## src/sac_conv_ctl_dummy_end.sv

```systemverilog
// intentionally empty
`timescale 1ns/1ns

```

## src/sac_pkg.sv

```systemverilog
// constants, types and helpers for the sar conversion controller
// assumes one 125 MHz system clock; every host pin synchronous to it
package sac_pkg;

    localparam int RES_BITS_DEF      = 16;
    localparam int TRIM_W            = 4;
    localparam int BIT_TICKS         = 4;
    localparam int CONV_EXTRA        = 1;
    localparam int TCNT_W            = 8;
    localparam int CB_W              = 4;
    localparam int PH_W              = 2;
    localparam logic [PH_W-1:0] STEP_PH = 2'h3;
    localparam logic [CB_W-1:0] CAL_FIRST_BIT = 4'h1;

    // clock source timing
    localparam int CLK_SYS_MHZ       = 125;
    localparam int INT_OSC_PERIOD_NS = 250;
    localparam int INT_OSC_DIV       = (INT_OSC_PERIOD_NS * CLK_SYS_MHZ + 999) / 1000;
    localparam int DIV_W             = 6;
    localparam int MCLK_LOSS_NS      = 12000;
    localparam int MCLK_LOSS_CYC     = (MCLK_LOSS_NS * CLK_SYS_MHZ) / 1000;
    localparam int LOSS_W            = 11;

    typedef enum logic [1:0] {
        SAC_CAL,
        SAC_TRACK,
        SAC_CONV
    } sac_state_e;

    // conversion length in master clock ticks
    function automatic logic [TCNT_W-1:0] conv_ticks(input int bits);
        return TCNT_W'(BIT_TICKS * bits + CONV_EXTRA);
    endfunction

    // out of range clamp of a finished code
    function automatic logic [RES_BITS_DEF-1:0] clamp_code(
        input logic [RES_BITS_DEF-1:0] code,
        input logic                    hi,
        input logic                    lo);
        if (hi) begin
            return '1;
        end
        if (lo) begin
            return '0;
        end
        return code;
    endfunction

endpackage

```

## src/sac_ctl_if.sv

```systemverilog
// latched host control passed from the pin latch to the core
// assumes both ends on clk_sys
`timescale 1ns/1ns
interface sac_ctl_if;
    logic cal_lat;
    logic interleave_ctl_n_n_lat;
    logic cs_end;
    logic soft_rst;
    modport src (output cal_lat, output interleave_ctl_n_n_lat, output cs_end, output soft_rst);
    modport dst (input cal_lat, input interleave_ctl_n_n_lat, input cs_end, input soft_rst);
endinterface

```

## src/sac_sar.sv

```systemverilog
// generic successive approximation register, msb first
// assumes step comes at most once a cycle, after start
`timescale 1ns/1ns
module sac_sar #(
    parameter int W = 16
) (
    // clock and reset
    input  wire logic         clk_sys,
    input  wire logic         rst_b,
    // control
    input  wire logic         start,
    input  wire logic         step,
    input  wire logic         above,
    // state
    output logic [W-1:0]      trial_q,
    output logic              done_q
);
    localparam logic [W-1:0] TOP = {1'b1, {(W-1){1'b0}}};

    logic [W-1:0] trial_d;
    logic [W-1:0] mask_q;
    logic [W-1:0] mask_d;
    logic         done_d;

    always_comb begin
        trial_d = trial_q;
        mask_d  = mask_q;
        done_d  = done_q;
        if (start) begin
            trial_d = TOP;
            mask_d  = TOP;
            done_d  = 1'b0;
        end else if (step && !done_q) begin
            if (!above) begin
                trial_d = trial_q & ~mask_q;
            end
            mask_d  = mask_q >> 1;
            trial_d = trial_d | (mask_q >> 1);
            if (mask_q[0]) begin
                done_d = 1'b1;
            end
        end
    end

    always_ff @(posedge clk_sys or negedge rst_b) begin
        if (!rst_b) begin
            trial_q <= '0;
            mask_q  <= '0;
            done_q  <= 1'b0;
        end else begin
            trial_q <= trial_d;
            mask_q  <= mask_d;
            done_q  <= done_d;
        end
    end
endmodule

```

## src/sac_ctl_latch.sv

```systemverilog
// chip select control latch and software reset detector
// assumes host pins synchronous to clk_sys
`timescale 1ns/1ns
module sac_ctl_latch import sac_pkg::*; (
    // clock and reset
    input  wire logic clk_sys,
    input  wire logic rst_b,
    // host pins
    input  wire logic cs_n,
    input  wire logic addr_bit_zero,
    input  wire logic hold_n,
    input  wire logic cal_in,
    input  wire logic interleave_ctl_n,
    // to core
    sac_ctl_if.src    ctl
);
    logic cs_q;
    logic cs_d;
    logic cal_q;
    logic cal_d;
    logic interleave_ctl_n_q;
    logic interleave_ctl_n_d;
    logic end_q;
    logic end_d;
    logic low_q;
    logic low_d;
    logic soft_q;
    logic soft_d;

    always_comb begin
        cs_d     = cs_n;
        // transparent while selected, frozen when select returns high
        cal_d    = cs_n ? cal_q : cal_in;
        interleave_ctl_n_d = cs_n ? interleave_ctl_n_q : interleave_ctl_n;
        end_d    = cs_n && !cs_q;
        low_d    = !cs_n && !addr_bit_zero && !hold_n;
        soft_d   = low_d && !low_q;
    end

    always_ff @(posedge clk_sys or negedge rst_b) begin
        if (!rst_b) begin
            cs_q     <= 1'b1;
            cal_q    <= 1'b0;
            interleave_ctl_n_q <= 1'b1;
            end_q    <= 1'b0;
            low_q    <= 1'b0;
            soft_q   <= 1'b0;
        end else begin
            cs_q     <= cs_d;
            cal_q    <= cal_d;
            interleave_ctl_n_q <= interleave_ctl_n_d;
            end_q    <= end_d;
            low_q    <= low_d;
            soft_q   <= soft_d;
        end
    end

    assign ctl.cal_lat      = cal_q;
    assign ctl.interleave_ctl_n_n_lat = interleave_ctl_n_q;
    assign ctl.cs_end       = end_q;
    assign ctl.soft_rst     = soft_q;
endmodule

```

## src/sac_conv_ctl.sv

```systemverilog
// top of the sar conversion and calibration controller
// assumes analog comparator and range flags settle within one tick
`timescale 1ns/1ns
module sac_conv_ctl import sac_pkg::*; #(
    parameter int RES_BITS = RES_BITS_DEF
) (
    // clock and reset
    input  wire logic                clk_sys,
    input  wire logic                rst_b,
    // master clock pin
    input  wire logic                master_clock_in,
    // host control pins
    input  wire logic                cs_n,
    input  wire logic                addr_bit_zero,
    input  wire logic                hold_n,
    input  wire logic                cal_in,
    input  wire logic                interleave_ctl_n,
    // configuration
    input  wire logic                bipolar_mode,
    // analog side
    input  wire logic                comp_above,
    input  wire logic                over_range_hi,
    input  wire logic                under_range_lo,
    // array switch control
    output logic                     tracking_switch_q,
    output logic                     array_to_input_q,
    output logic                     msb_to_ref_q,
    output logic                     autozero_q,
    output logic [RES_BITS-1:0]      dac_code_q,
    output logic [CB_W-1:0]          cal_bit_q,
    output logic [TRIM_W-1:0]        cal_trim_q,
    // status and result
    output logic [RES_BITS-1:0]      result_q,
    output logic                     eoc_n_q,
    output logic                     converting_q,
    output logic                     calibrating_q
);
    localparam logic [TCNT_W-1:0] CONV_T    = conv_ticks(RES_BITS);
    localparam logic [TCNT_W-1:0] STEP_T    = TCNT_W'(BIT_TICKS * RES_BITS);
    localparam logic [CB_W-1:0]   CAL_LAST  = CB_W'(RES_BITS - 1);
    localparam logic [DIV_W-1:0]  DIV_LAST  = DIV_W'(INT_OSC_DIV - 1);
    localparam logic [LOSS_W-1:0] LOSS_LIM  = LOSS_W'(MCLK_LOSS_CYC);

    // clock source and tick generation
    logic               mclk_q;
    logic               mclk_d;
    logic               ext_mode_q;
    logic               ext_mode_d;
    logic               tick_q;
    logic               tick_d;
    logic [DIV_W-1:0]   div_q;
    logic [DIV_W-1:0]   div_d;
    logic [LOSS_W-1:0]  loss_q;
    logic [LOSS_W-1:0]  loss_d;
    logic               mclk_rise;

    always_comb begin
        mclk_d    = master_clock_in;
        mclk_rise = master_clock_in && !mclk_q;
        div_d     = (div_q == DIV_LAST) ? '0 : div_q + 1'b1;
        if (master_clock_in) begin
            loss_d = '0;
        end else if (loss_q == LOSS_LIM) begin
            loss_d = loss_q;
        end else begin
            loss_d = loss_q + 1'b1;
        end
        ext_mode_d = ext_mode_q;
        if (mclk_rise) begin
            ext_mode_d = 1'b1;
        end else if (loss_q == LOSS_LIM) begin
            ext_mode_d = 1'b0;
        end
        tick_d = ext_mode_q ? mclk_rise : (div_q == '0);
    end

    always_ff @(posedge clk_sys or negedge rst_b) begin
        if (!rst_b) begin
            mclk_q     <= 1'b0;
            ext_mode_q <= 1'b0;
            tick_q     <= 1'b0;
            div_q      <= '0;
            loss_q     <= '0;
        end else begin
            mclk_q     <= mclk_d;
            ext_mode_q <= ext_mode_d;
            tick_q     <= tick_d;
            div_q      <= div_d;
            loss_q     <= loss_d;
        end
    end

    // host control latch
    sac_ctl_if ctl ();

    sac_ctl_latch u_latch (
        .clk_sys          (clk_sys),
        .rst_b            (rst_b),
        .cs_n             (cs_n),
        .addr_bit_zero    (addr_bit_zero),
        .hold_n           (hold_n),
        .cal_in           (cal_in),
        .interleave_ctl_n (interleave_ctl_n),
        .ctl              (ctl.src)
    );

    // search engines
    logic                conv_start;
    logic                conv_step;
    logic [RES_BITS-1:0] conv_trial;
    logic                cal_start;
    logic                cal_step;
    logic [TRIM_W-1:0]   trim_trial;
    logic                trim_done;

    sac_sar #(.W(RES_BITS)) u_conv_sar (
        .clk_sys (clk_sys),
        .rst_b   (rst_b),
        .start   (conv_start),
        .step    (conv_step),
        .above   (comp_above),
        .trial_q (conv_trial),
        .done_q  ()
    );

    // heavier bit side lowers the trim
    sac_sar #(.W(TRIM_W)) u_trim_sar (
        .clk_sys (clk_sys),
        .rst_b   (rst_b),
        .start   (cal_start),
        .step    (cal_step),
        .above   (!comp_above),
        .trial_q (trim_trial),
        .done_q  (trim_done)
    );

    // sequencer
    sac_state_e          state_q;
    sac_state_e          state_d;
    logic [TCNT_W-1:0]   tcnt_q;
    logic [TCNT_W-1:0]   tcnt_d;
    logic [CB_W-1:0]     cal_bit_d;
    logic                cal_pend_q;
    logic                cal_pend_d;
    logic [TRIM_W-1:0]   trim_q [RES_BITS];
    logic [TRIM_W-1:0]   trim_d [RES_BITS];
    logic [RES_BITS-1:0] result_d;
    logic                eoc_n_d;
    logic                hold_q;
    logic                hold_fall;
    logic                phase_hit;
    logic                boot_q;

    always_comb begin
        state_d    = state_q;
        tcnt_d     = tcnt_q;
        cal_bit_d  = cal_bit_q;
        cal_pend_d = cal_pend_q;
        trim_d     = trim_q;
        result_d   = result_q;
        eoc_n_d    = eoc_n_q;
        conv_start = 1'b0;
        cal_start  = boot_q;
        hold_fall  = hold_q && !hold_n;
        phase_hit  = tick_q && (tcnt_q[PH_W-1:0] == STEP_PH);
        conv_step  = (state_q == SAC_CONV) && phase_hit && (tcnt_q < STEP_T);
        cal_step   = (state_q == SAC_CAL) && phase_hit;
        if (state_q == SAC_CAL && tick_q) begin
            tcnt_d = tcnt_q + 1'b1;
        end
        if (ctl.cs_end && ctl.cal_lat && state_q != SAC_CAL) begin
            cal_pend_d = 1'b1;
        end
        if (ctl.soft_rst) begin
            state_d    = SAC_CAL;
            cal_bit_d  = CAL_FIRST_BIT;
            cal_start  = 1'b1;
            cal_pend_d = 1'b0;
            tcnt_d     = '0;
            eoc_n_d    = 1'b1;
        end else begin
            case (state_q)
                SAC_TRACK: begin
                    if (hold_fall) begin
                        state_d    = SAC_CONV;
                        tcnt_d     = '0;
                        conv_start = 1'b1;
                        eoc_n_d    = 1'b1;
                    end else if (cal_pend_q) begin
                        state_d    = SAC_CAL;
                        cal_start  = 1'b1;
                        cal_pend_d = 1'b0;
                        tcnt_d     = '0;
                        eoc_n_d    = 1'b1;
                    end
                end
                SAC_CONV: begin
                    if (tick_q) begin
                        tcnt_d = tcnt_q + 1'b1;
                    end
                    if (tick_q && tcnt_q == '0) begin
                        eoc_n_d = 1'b1;
                    end
                    if (tick_q && tcnt_q == CONV_T) begin
                        result_d = RES_BITS'(clamp_code(RES_BITS_DEF'(conv_trial),
                                   over_range_hi, under_range_lo));
                        eoc_n_d  = 1'b0;
                        tcnt_d   = '0;
                        if (!hold_n) begin
                            conv_start = 1'b1;
                        end else if (cal_pend_q) begin
                            state_d    = SAC_CAL;
                            cal_start  = 1'b1;
                            cal_pend_d = 1'b0;
                        end else begin
                            state_d = SAC_TRACK;
                        end
                    end
                end
                SAC_CAL: begin
                    if (ctl.cs_end && !ctl.cal_lat) begin
                        state_d = SAC_TRACK;
                        eoc_n_d = 1'b0;
                    end else if (!ctl.interleave_ctl_n_n_lat && hold_fall) begin
                        state_d    = SAC_CONV;
                        tcnt_d     = '0;
                        conv_start = 1'b1;
                        cal_pend_d = 1'b1;
                    end else if (trim_done && !cal_start) begin
                        trim_d[cal_bit_q] = trim_trial;
                        tcnt_d            = '0;
                        if (cal_bit_q == CAL_LAST) begin
                            state_d = SAC_TRACK;
                            eoc_n_d = 1'b0;
                        end else begin
                            cal_bit_d = cal_bit_q + 1'b1;
                            cal_start = 1'b1;
                        end
                    end
                end
                default: begin
                    state_d = SAC_TRACK;
                end
            endcase
        end
    end

    // track switches follow the next state, dac code and trim the current one
    logic                trk_d;
    logic [RES_BITS-1:0] dac_d;
    logic [TRIM_W-1:0]   ctrim_d;

    always_comb begin
        trk_d = (state_d == SAC_TRACK);
        case (state_q)
            SAC_CONV: begin
                dac_d = conv_trial;
            end
            SAC_CAL: begin
                dac_d = RES_BITS'(1) << cal_bit_q;
            end
            default: begin
                dac_d = '0;
            end
        endcase
        ctrim_d = (state_q == SAC_CAL) ? trim_trial : trim_q[cal_bit_q];
    end

    always_ff @(posedge clk_sys or negedge rst_b) begin
        if (!rst_b) begin
            state_q           <= SAC_CAL;
            tcnt_q            <= '0;
            cal_bit_q         <= CAL_FIRST_BIT;
            cal_pend_q        <= 1'b0;
            for (int i = 0; i < RES_BITS; i++) begin
                trim_q[i] <= '0;
            end
            result_q          <= '0;
            eoc_n_q           <= 1'b1;
            hold_q            <= 1'b1;
            tracking_switch_q <= 1'b0;
            array_to_input_q  <= 1'b0;
            msb_to_ref_q      <= 1'b0;
            autozero_q        <= 1'b0;
            dac_code_q        <= '0;
            cal_trim_q        <= '0;
            converting_q      <= 1'b0;
            calibrating_q     <= 1'b1;
        end else begin
            state_q           <= state_d;
            tcnt_q            <= tcnt_d;
            cal_bit_q         <= cal_bit_d;
            cal_pend_q        <= cal_pend_d;
            trim_q            <= trim_d;
            result_q          <= result_d;
            eoc_n_q           <= eoc_n_d;
            hold_q            <= hold_n;
            tracking_switch_q <= trk_d;
            array_to_input_q  <= trk_d;
            msb_to_ref_q      <= trk_d && bipolar_mode;
            autozero_q        <= trk_d;
            dac_code_q        <= dac_d;
            cal_trim_q        <= ctrim_d;
            converting_q      <= (state_d == SAC_CONV);
            calibrating_q     <= (state_d == SAC_CAL);
        end
    end

    // power-on calibration starts its engine on the first cycle
    always_ff @(posedge clk_sys or negedge rst_b) begin
        if (!rst_b) begin
            boot_q <= 1'b1;
        end else begin
            boot_q <= 1'b0;
        end
    end
endmodule

```

## config.mk

```make
export PLATFORM = sky130hd
export DESIGN_NAME = sac_conv_ctl
export DESIGN_NICKNAME = d
export VERILOG_FILES = /design/src/sac_conv_ctl_dummy_end.sv /design/src/sac_pkg.sv /design/src/sac_ctl_if.sv /design/src/sac_sar.sv /design/src/sac_ctl_latch.sv /design/src/sac_conv_ctl.sv
export SDC_FILE = /design/constraint.sdc
export NUM_CORES = 1
export LEC_CHECK = 0
export BUFFER_PORTS_ARGS = -buffer_cell sky130_fd_sc_hd__buf_4
export CORE_MARGIN = 5
export CORE_UTILIZATION = 55
export DETAILED_ROUTE_END_ITERATION = 7
export PLACE_DENSITY = 0.82
export SLEW_MARGIN = 15
export SYNTH_ARGS = -nofsm -noshare
export SYNTH_HDL_FRONTEND = slang
export SYNTH_SLANG_ARGS = --single-unit
```

## constraint.sdc

```tcl
create_clock -name clk_sys -period 2 [get_ports clk_sys]
set_input_delay 0.2 -clock clk_sys [delete_from_list [all_inputs] [get_ports clk_sys]]
set_output_delay 0.2 -clock clk_sys [all_outputs]
set_load 0.01 [all_outputs]
```

# Word level (Yosys, flattened, before mapping)
# Index checks and enable logic that the tools add are counted.
# totals
regBits	190
output_inout_bits	47
wordCells	245
# op_classes
addsub	4
order_cmp	3
n_eq_ne	18
n_shift	1
muxes	110
bitwise_logic	10
reduce_logical	52
# op_table
operator	n
16-bit two-way mux	11
8-bit two-way mux	9
4-bit two-way mux	17
64-bit bitwise mux	1
1-bit two-way mux	51
16-bit case mux with 2 select lines	1
8-bit case mux with 3 select lines	1
1-bit logical AND	22
11-bit two-way mux	2
2-bit two-way mux	9
16-bit AND	1
4-bit binary-select mux with 4-bit select	1
4-bit demux with 4-bit select	1
4-bit by 3-bit inequality test with 1-bit output (second input constant)	4
16-bit inverter	1
16-bit by 15-bit OR with 16-bit output	1
2-bit nonzero test	8
1-bit by 4-bit << shifter with 16-bit output (first input constant)	1
1-bit case mux with 3 select lines	4
11-bit by 1-bit adder with 11-bit output (second input constant)	1
11-bit == test (second input constant)	1
1-bit logical NOT	11
5-bit AND reduction	2
8-bit by 1-bit adder with 8-bit output (second input constant)	1
other kinds (27)	36

# Longest topological paths before layout
# logic_depth
word_depth	11
mapped_depth	8
depth_no_buf	7

# By module
# A second synthesis with hierarchy kept.
# hier_totals
hier_cells	821
hier_area_um2	9148.8
# modules_own_cells
module	instances	cells_each	area_per_inst_um2	seq_area_each_um2
sac_conv_ctl	1	635	7240.7	3559.7
sac_sar at u_conv_sar	1	140	1355.0	825.8
sac_sar at u_trim_sar	1	35	360.3	225.2
sac_ctl_latch	1	11	192.7	152.6

# Least setup slack after synthesis
# OpenSTA, ideal clock, no wires.
# synth_timing
kind	register -> register
start	register cal_bit_q[0]
end	register trim_q[4] in the netlist's numbering
setup_time_ps	125
arrival_ps	2181
path_slack_ps	-306
stages_incl_launch_ff	9
cell_sequence	dfstp_2 buf_2 buf_2 inv_1 ha_1 nor3b_4 and3_1 buf_2 mux2_2
# synth_via
elab_chain_len	6
# synth_rtl
item	line	text
from (decl)	sac_conv_ctl.sv:30	output logic [CB_W-1:0] cal_bit_q,
from (signal assigned)	sac_conv_ctl.sv:292	cal_bit_q <= cal_bit_d;
4-bit inverter with 5-bit output (implied by the code) *	sac_conv_ctl.sv:230	trim_d[cal_bit_q] = trim_trial;
5-bit >= comparator (implied by the code) or 5-bit by 1-bit less-than comparator with 1-bit output (tied branches)	sac_conv_ctl.sv:230	
1-bit logical AND (implied by the code)	sac_conv_ctl.sv:230	
4-bit two-way mux (implied by the code)	sac_conv_ctl.sv:230	
4-bit demux with 4-bit select *	sac_conv_ctl.sv:230	
64-bit bitwise mux *	sac_conv_ctl.sv:230	
to (signal assigned)	sac_conv_ctl.sv:294	trim_q <= trim_d;
to (decl)	sac_conv_ctl.sv:145	logic [TRIM_W-1:0] trim_q [RES_BITS];
# Mark *: on every way between the ends. The rest lies on a longest branch, timed or not.
# A chain may end at the register's enable or synchronous reset.

# Final worst setup path
# layout_timing
start	register u_trim_sar.done_q
end	register trim_q[63] in the netlist's numbering
# layout_via
elab_chain_len	2
# layout_rtl
item	line	text
from (decl)	sac_sar.sv:16	output logic done_q
from (signal assigned)	sac_sar.sv:53	done_q <= done_d;
1-bit logical AND	sac_conv_ctl.sv:229	end else if (trim_done && !cal_start) begin
5-bit AND reduction (no source line)	n/a	
# Every way passes these cells.

==> impl_metrics.yaml <==
clock_tree:
  clock_path_buffers: 2
  htreeDepth: 4
  insertion_delay_ps: 440
  tritoncts: "yes"
  clk_root_buffer_cell: "clkbuf_16"
  clkTransAtPathRegs_ps: 70
  cts_buffers: 17
  cts.sinks: 190
critical_path:
  critPathRequiredTime_ps: 2320
  crit_slowest_cell: "dfrtp_1"
  crit_path_max_incr_delay_ps: 360
  r2r_end: "trim_q[63]$_DFFE_PN0P_"
  cp_max_fo: 4
  cp_cell_sequence: "or2b_1, buf_4, nor4_4, nand2b_1, nor3_2, buf_4, mux2_4"
  r2r_start: "u_trim_sar.done_q$_DFFE_PN0P_"
  critical_path.endpoint_type: "flop"
  crit_top_cell: "buf_4"
  critPathLaunchType: "flop"
  criticalPathCategory: "reg2reg"
  crit_buf_inv: 2
  r2r_cells: 7
  cp_top_family: "simple AND/OR/NAND/NOR gates"
  cp.arrival_ps: 2490
  regToRegSetupSlack_ps: -170
die:
  die_y_um: 136
  initial_core_util_pct: 55.6
  core-area_um2: 15800
  ios: 59
  rows: 46
  die_width_um: 136
  dieArea_um2: 18600
final_layout:
  layout.nets: 919
  nFillCells: 1065
  layout.cells.most_common: "dfrtp_1"
  n_antenna_cell: 0
  synthToLayoutAreaGrowth_pct: 24.9
  drive_gt1_share_pct: 34.7
  final_cell_mix: "dfrtp_1, buf_4, nor2_1"
yosys:
  syn_area_um2: 8780
  synth-edff-count: 0
  ys_types: 63
  synth_seq_cells: 190
  yosysSeqAreaShare_pct: 54.3
  synth.net_count: 811
  yosysWarnings: 0
  synth_flop_cell: "dfrtp_1"
  syn_avg_cell_area_um2: 11.2
  async_reset_ff_share_pct: 100
  synth_cells: 786
outcome:
  violations: "negative setup slack"
  status: "complete, but fails checks"
timing:
  finalSetupViolations: 67
  holdWs_ps: 22.4
  min_period_over_period_pct: 108
  hold_violations: 0
  period_needed_ps: 2170
  drv_slew: 0
  tightest_slew_ps: 765
  max_slew_margin_pct: 49.0
  clock.fmax_mhz: 461
  timing.final.ws_setup_ps: -169
  worst_clock_skew_ps: 10.4
  rsz0062_at_grt: "yes"
power:
  vdd_drop_max_mv: 0.688
  power_density_nw_per_um2: 853
  power.leakage_nw: 4.95
worst_hold_path:
  hold_path.startpoint: "interleave_ctl_n"
  hold_path_class: "in2reg"
  hold_depth: 2
  holdPathEnd: "u_latch.ctl.interleave_ctl_n_n_lat$_DFFE_PN1N_"
placed_design:
  place.gp.congestion: 0.858
  portBuffers: 58
  pre_cts_ws_ps: -175
  dp_hpwl_um: 13700
route:
  ant_nets: 0
  firstDrtPassIters: 5
  drc: 0
  wl_um: 22100
  detail_route.vias_per_cell: 6.08
  num_vias: 6823
  drt_iter0_drc: 655
  wire_per_inst_um: 19.7
grt:
  grt_antenna_before_repair: 0
  grt_pass1_wl_um: 34300
  grt_pass1_vias: 6524
  gr-total-overflow: 0
  grt_use_total_pct: 23.6
  grt_max_degree: 67
run:
  drv_cap: 0
-- cell type report --
class | count | area [um2] | area share [%]
clock inverter | 14 | 133 | 1.21
inverter | 13 | 48.8 | 0.445
sequential | 190 | 4760 | 43.4
clock buffer | 17 | 425 | 3.88
timing repair buffer | 138 | 1270 | 11.6
multi-input combinational | 534 | 4050 | 37.0
tap | 216 | 270 | 2.46
-- worst register-to-register path, cell delays in order (launching register included) --
cell	delay [ps]
dfrtp_1	360
or2b_1	250
buf_4	160
nor4_4	310
nand2b_1	230
nor3_2	220
buf_4	210
mux2_4	310
-- sequential cells by signal, indices dropped and copies added (netlist names), 6 cells and up --
| name | flops |
|---|---|
| div_q | 6 |
| u_conv_sar.mask_q | 16 |
| u_conv_sar.trial_q | 16 |
| dac_code_q | 16 |
| loss_q | 11 |
| result_q | 16 |
| tcnt_q | 8 |
| trim_q | 64 |
-- logic make-up after synthesis --
group,Yosys count,share of synthesized area [%]
AND/OR/NAND/NOR,270,14.9
other,1,0.0427
XOR/XNOR,13,1.30
buffers and inverters,62,3.01
adder cells (fa/ha/maj),13,1.85
multiplexers,96,14.6
flip-flops,190,54.3
AO/OA/AOI/OAI,141,10.1
-- worst max-delay path by stage --
| stage | start | cells past startpoint | endpoint | slack, ps |
|---|---|---|---|---|
| 2_1_floorplan | boot_q$_DFF_PN1_ | 6 | trim_q[0]$_DFFE_PN0P_ | -160 |
| 3_3_place_gp | boot_q$_DFF_PN1_ | 5 | trim_q[8]$_DFFE_PN0P_ | -140 |
| 3_5_place_dp | boot_q$_DFF_PN1_ | 5 | trim_q[8]$_DFFE_PN0P_ | -180 |
| 4_1_cts | u_trim_sar.done_q$_DFFE_PN0P_ | 5 | trim_q[3]$_DFFE_PN0P_ | -110 |
| 5_1_grt | u_trim_sar.done_q$_DFFE_PN0P_ | 7 | trim_q[60]$_DFFE_PN0P_ | -240 |
| 6_report | u_trim_sar.done_q$_DFFE_PN0P_ | 7 | trim_q[63]$_DFFE_PN0P_ | -170 |
-- through the flow --
stage | setup TNS, ps | power (mW) | instance area [um2] | cells | util [%]
3_3_place_gp | -3210 | 5.83 | 9870 | 1071 | 62.6
2_1_floorplan | -1810 | 5.19 | 8820 | 786 | -
3_5_place_dp | -4880 | 5.88 | 9870 | 1071 | 62.6
5_1_grt | -12450 | 9.73 | 11000 | 1122 | 69.5
6_report | -5940 | 9.35 | 11000 | 1122 | 69.5
4_1_cts | -3320 | 9.15 | 10600 | 1109 | 67.3
-- metal layers --
metal	vias to the layer above	GRT usage [%]	part of all wire, %
met5	-	0	0
met3	61	5.18	6.9
li1	3010	-	-
met1	3411	31.8	40
met2	341	38.5	50
met4	0	7.89	2.5
-- synthesized netlist by cell type, drive strengths merged, types with 2 or more instances --
| cell type | n | area, um2 |
|---|---|---|
| nand2 | 78 | 293 |
| nand2b | 7 | 43.8 |
| and2 | 4 | 25.0 |
| inv | 12 | 45.0 |
| dfstp | 7 | 184 |
| nor4 | 7 | 71.3 |
| a21oi | 63 | 315 |
| nor3 | 18 | 95.1 |
| mux2 | 70 | 818 |
| o21ai | 9 | 45.0 |
| nor2b | 10 | 62.6 |
| ha | 13 | 163 |
| a311oi | 2 | 17.5 |
| a41oi | 2 | 17.5 |
| nor2 | 94 | 355 |
| xor2 | 5 | 43.8 |
| mux4 | 16 | 360 |
| nor3b | 8 | 81.3 |
| and3 | 8 | 50.1 |
| a32oi | 4 | 42.6 |
| nand3 | 18 | 90.1 |
| a211oi | 2 | 15.0 |
| xnor2 | 8 | 70.1 |
| a22oi | 24 | 180 |
| o22ai | 6 | 37.5 |
| a21o | 6 | 45.0 |
| or4 | 2 | 22.5 |
| nand4 | 7 | 43.8 |
| dfrtp | 183 | 4580 |
| o31a | 3 | 26.3 |
| o41ai | 2 | 17.5 |
| mux2i | 10 | 100 |
| clkbuf | 36 | 135 |
| a31oi | 12 | 75.1 |
| buf | 13 | 80.1 |
| or2 | 2 | 12.5 |
-- power breakdown --
group / switching, mW / internal [mW]
clock: 1.51 / 1.73
combinational: 1.11 / 0.781
sequential: 0.152 / 4.06
-- repair_timing --
| action | in CTS | in global routing |
|---|---|---|
| endpoints found under the hold margin | 61 | 0 |
| endpoints found under the setup margin | 61 | 121 |
| gates cloned | 0 | 6 |
| hold buffers | 6 | 0 |
| pin swaps | 6 | 14 |
| gates resized for setup | 32 | 43 |
| buffers inserted | 1 | 8 |
No activity file was read; power rests on OpenSTA's default activity.
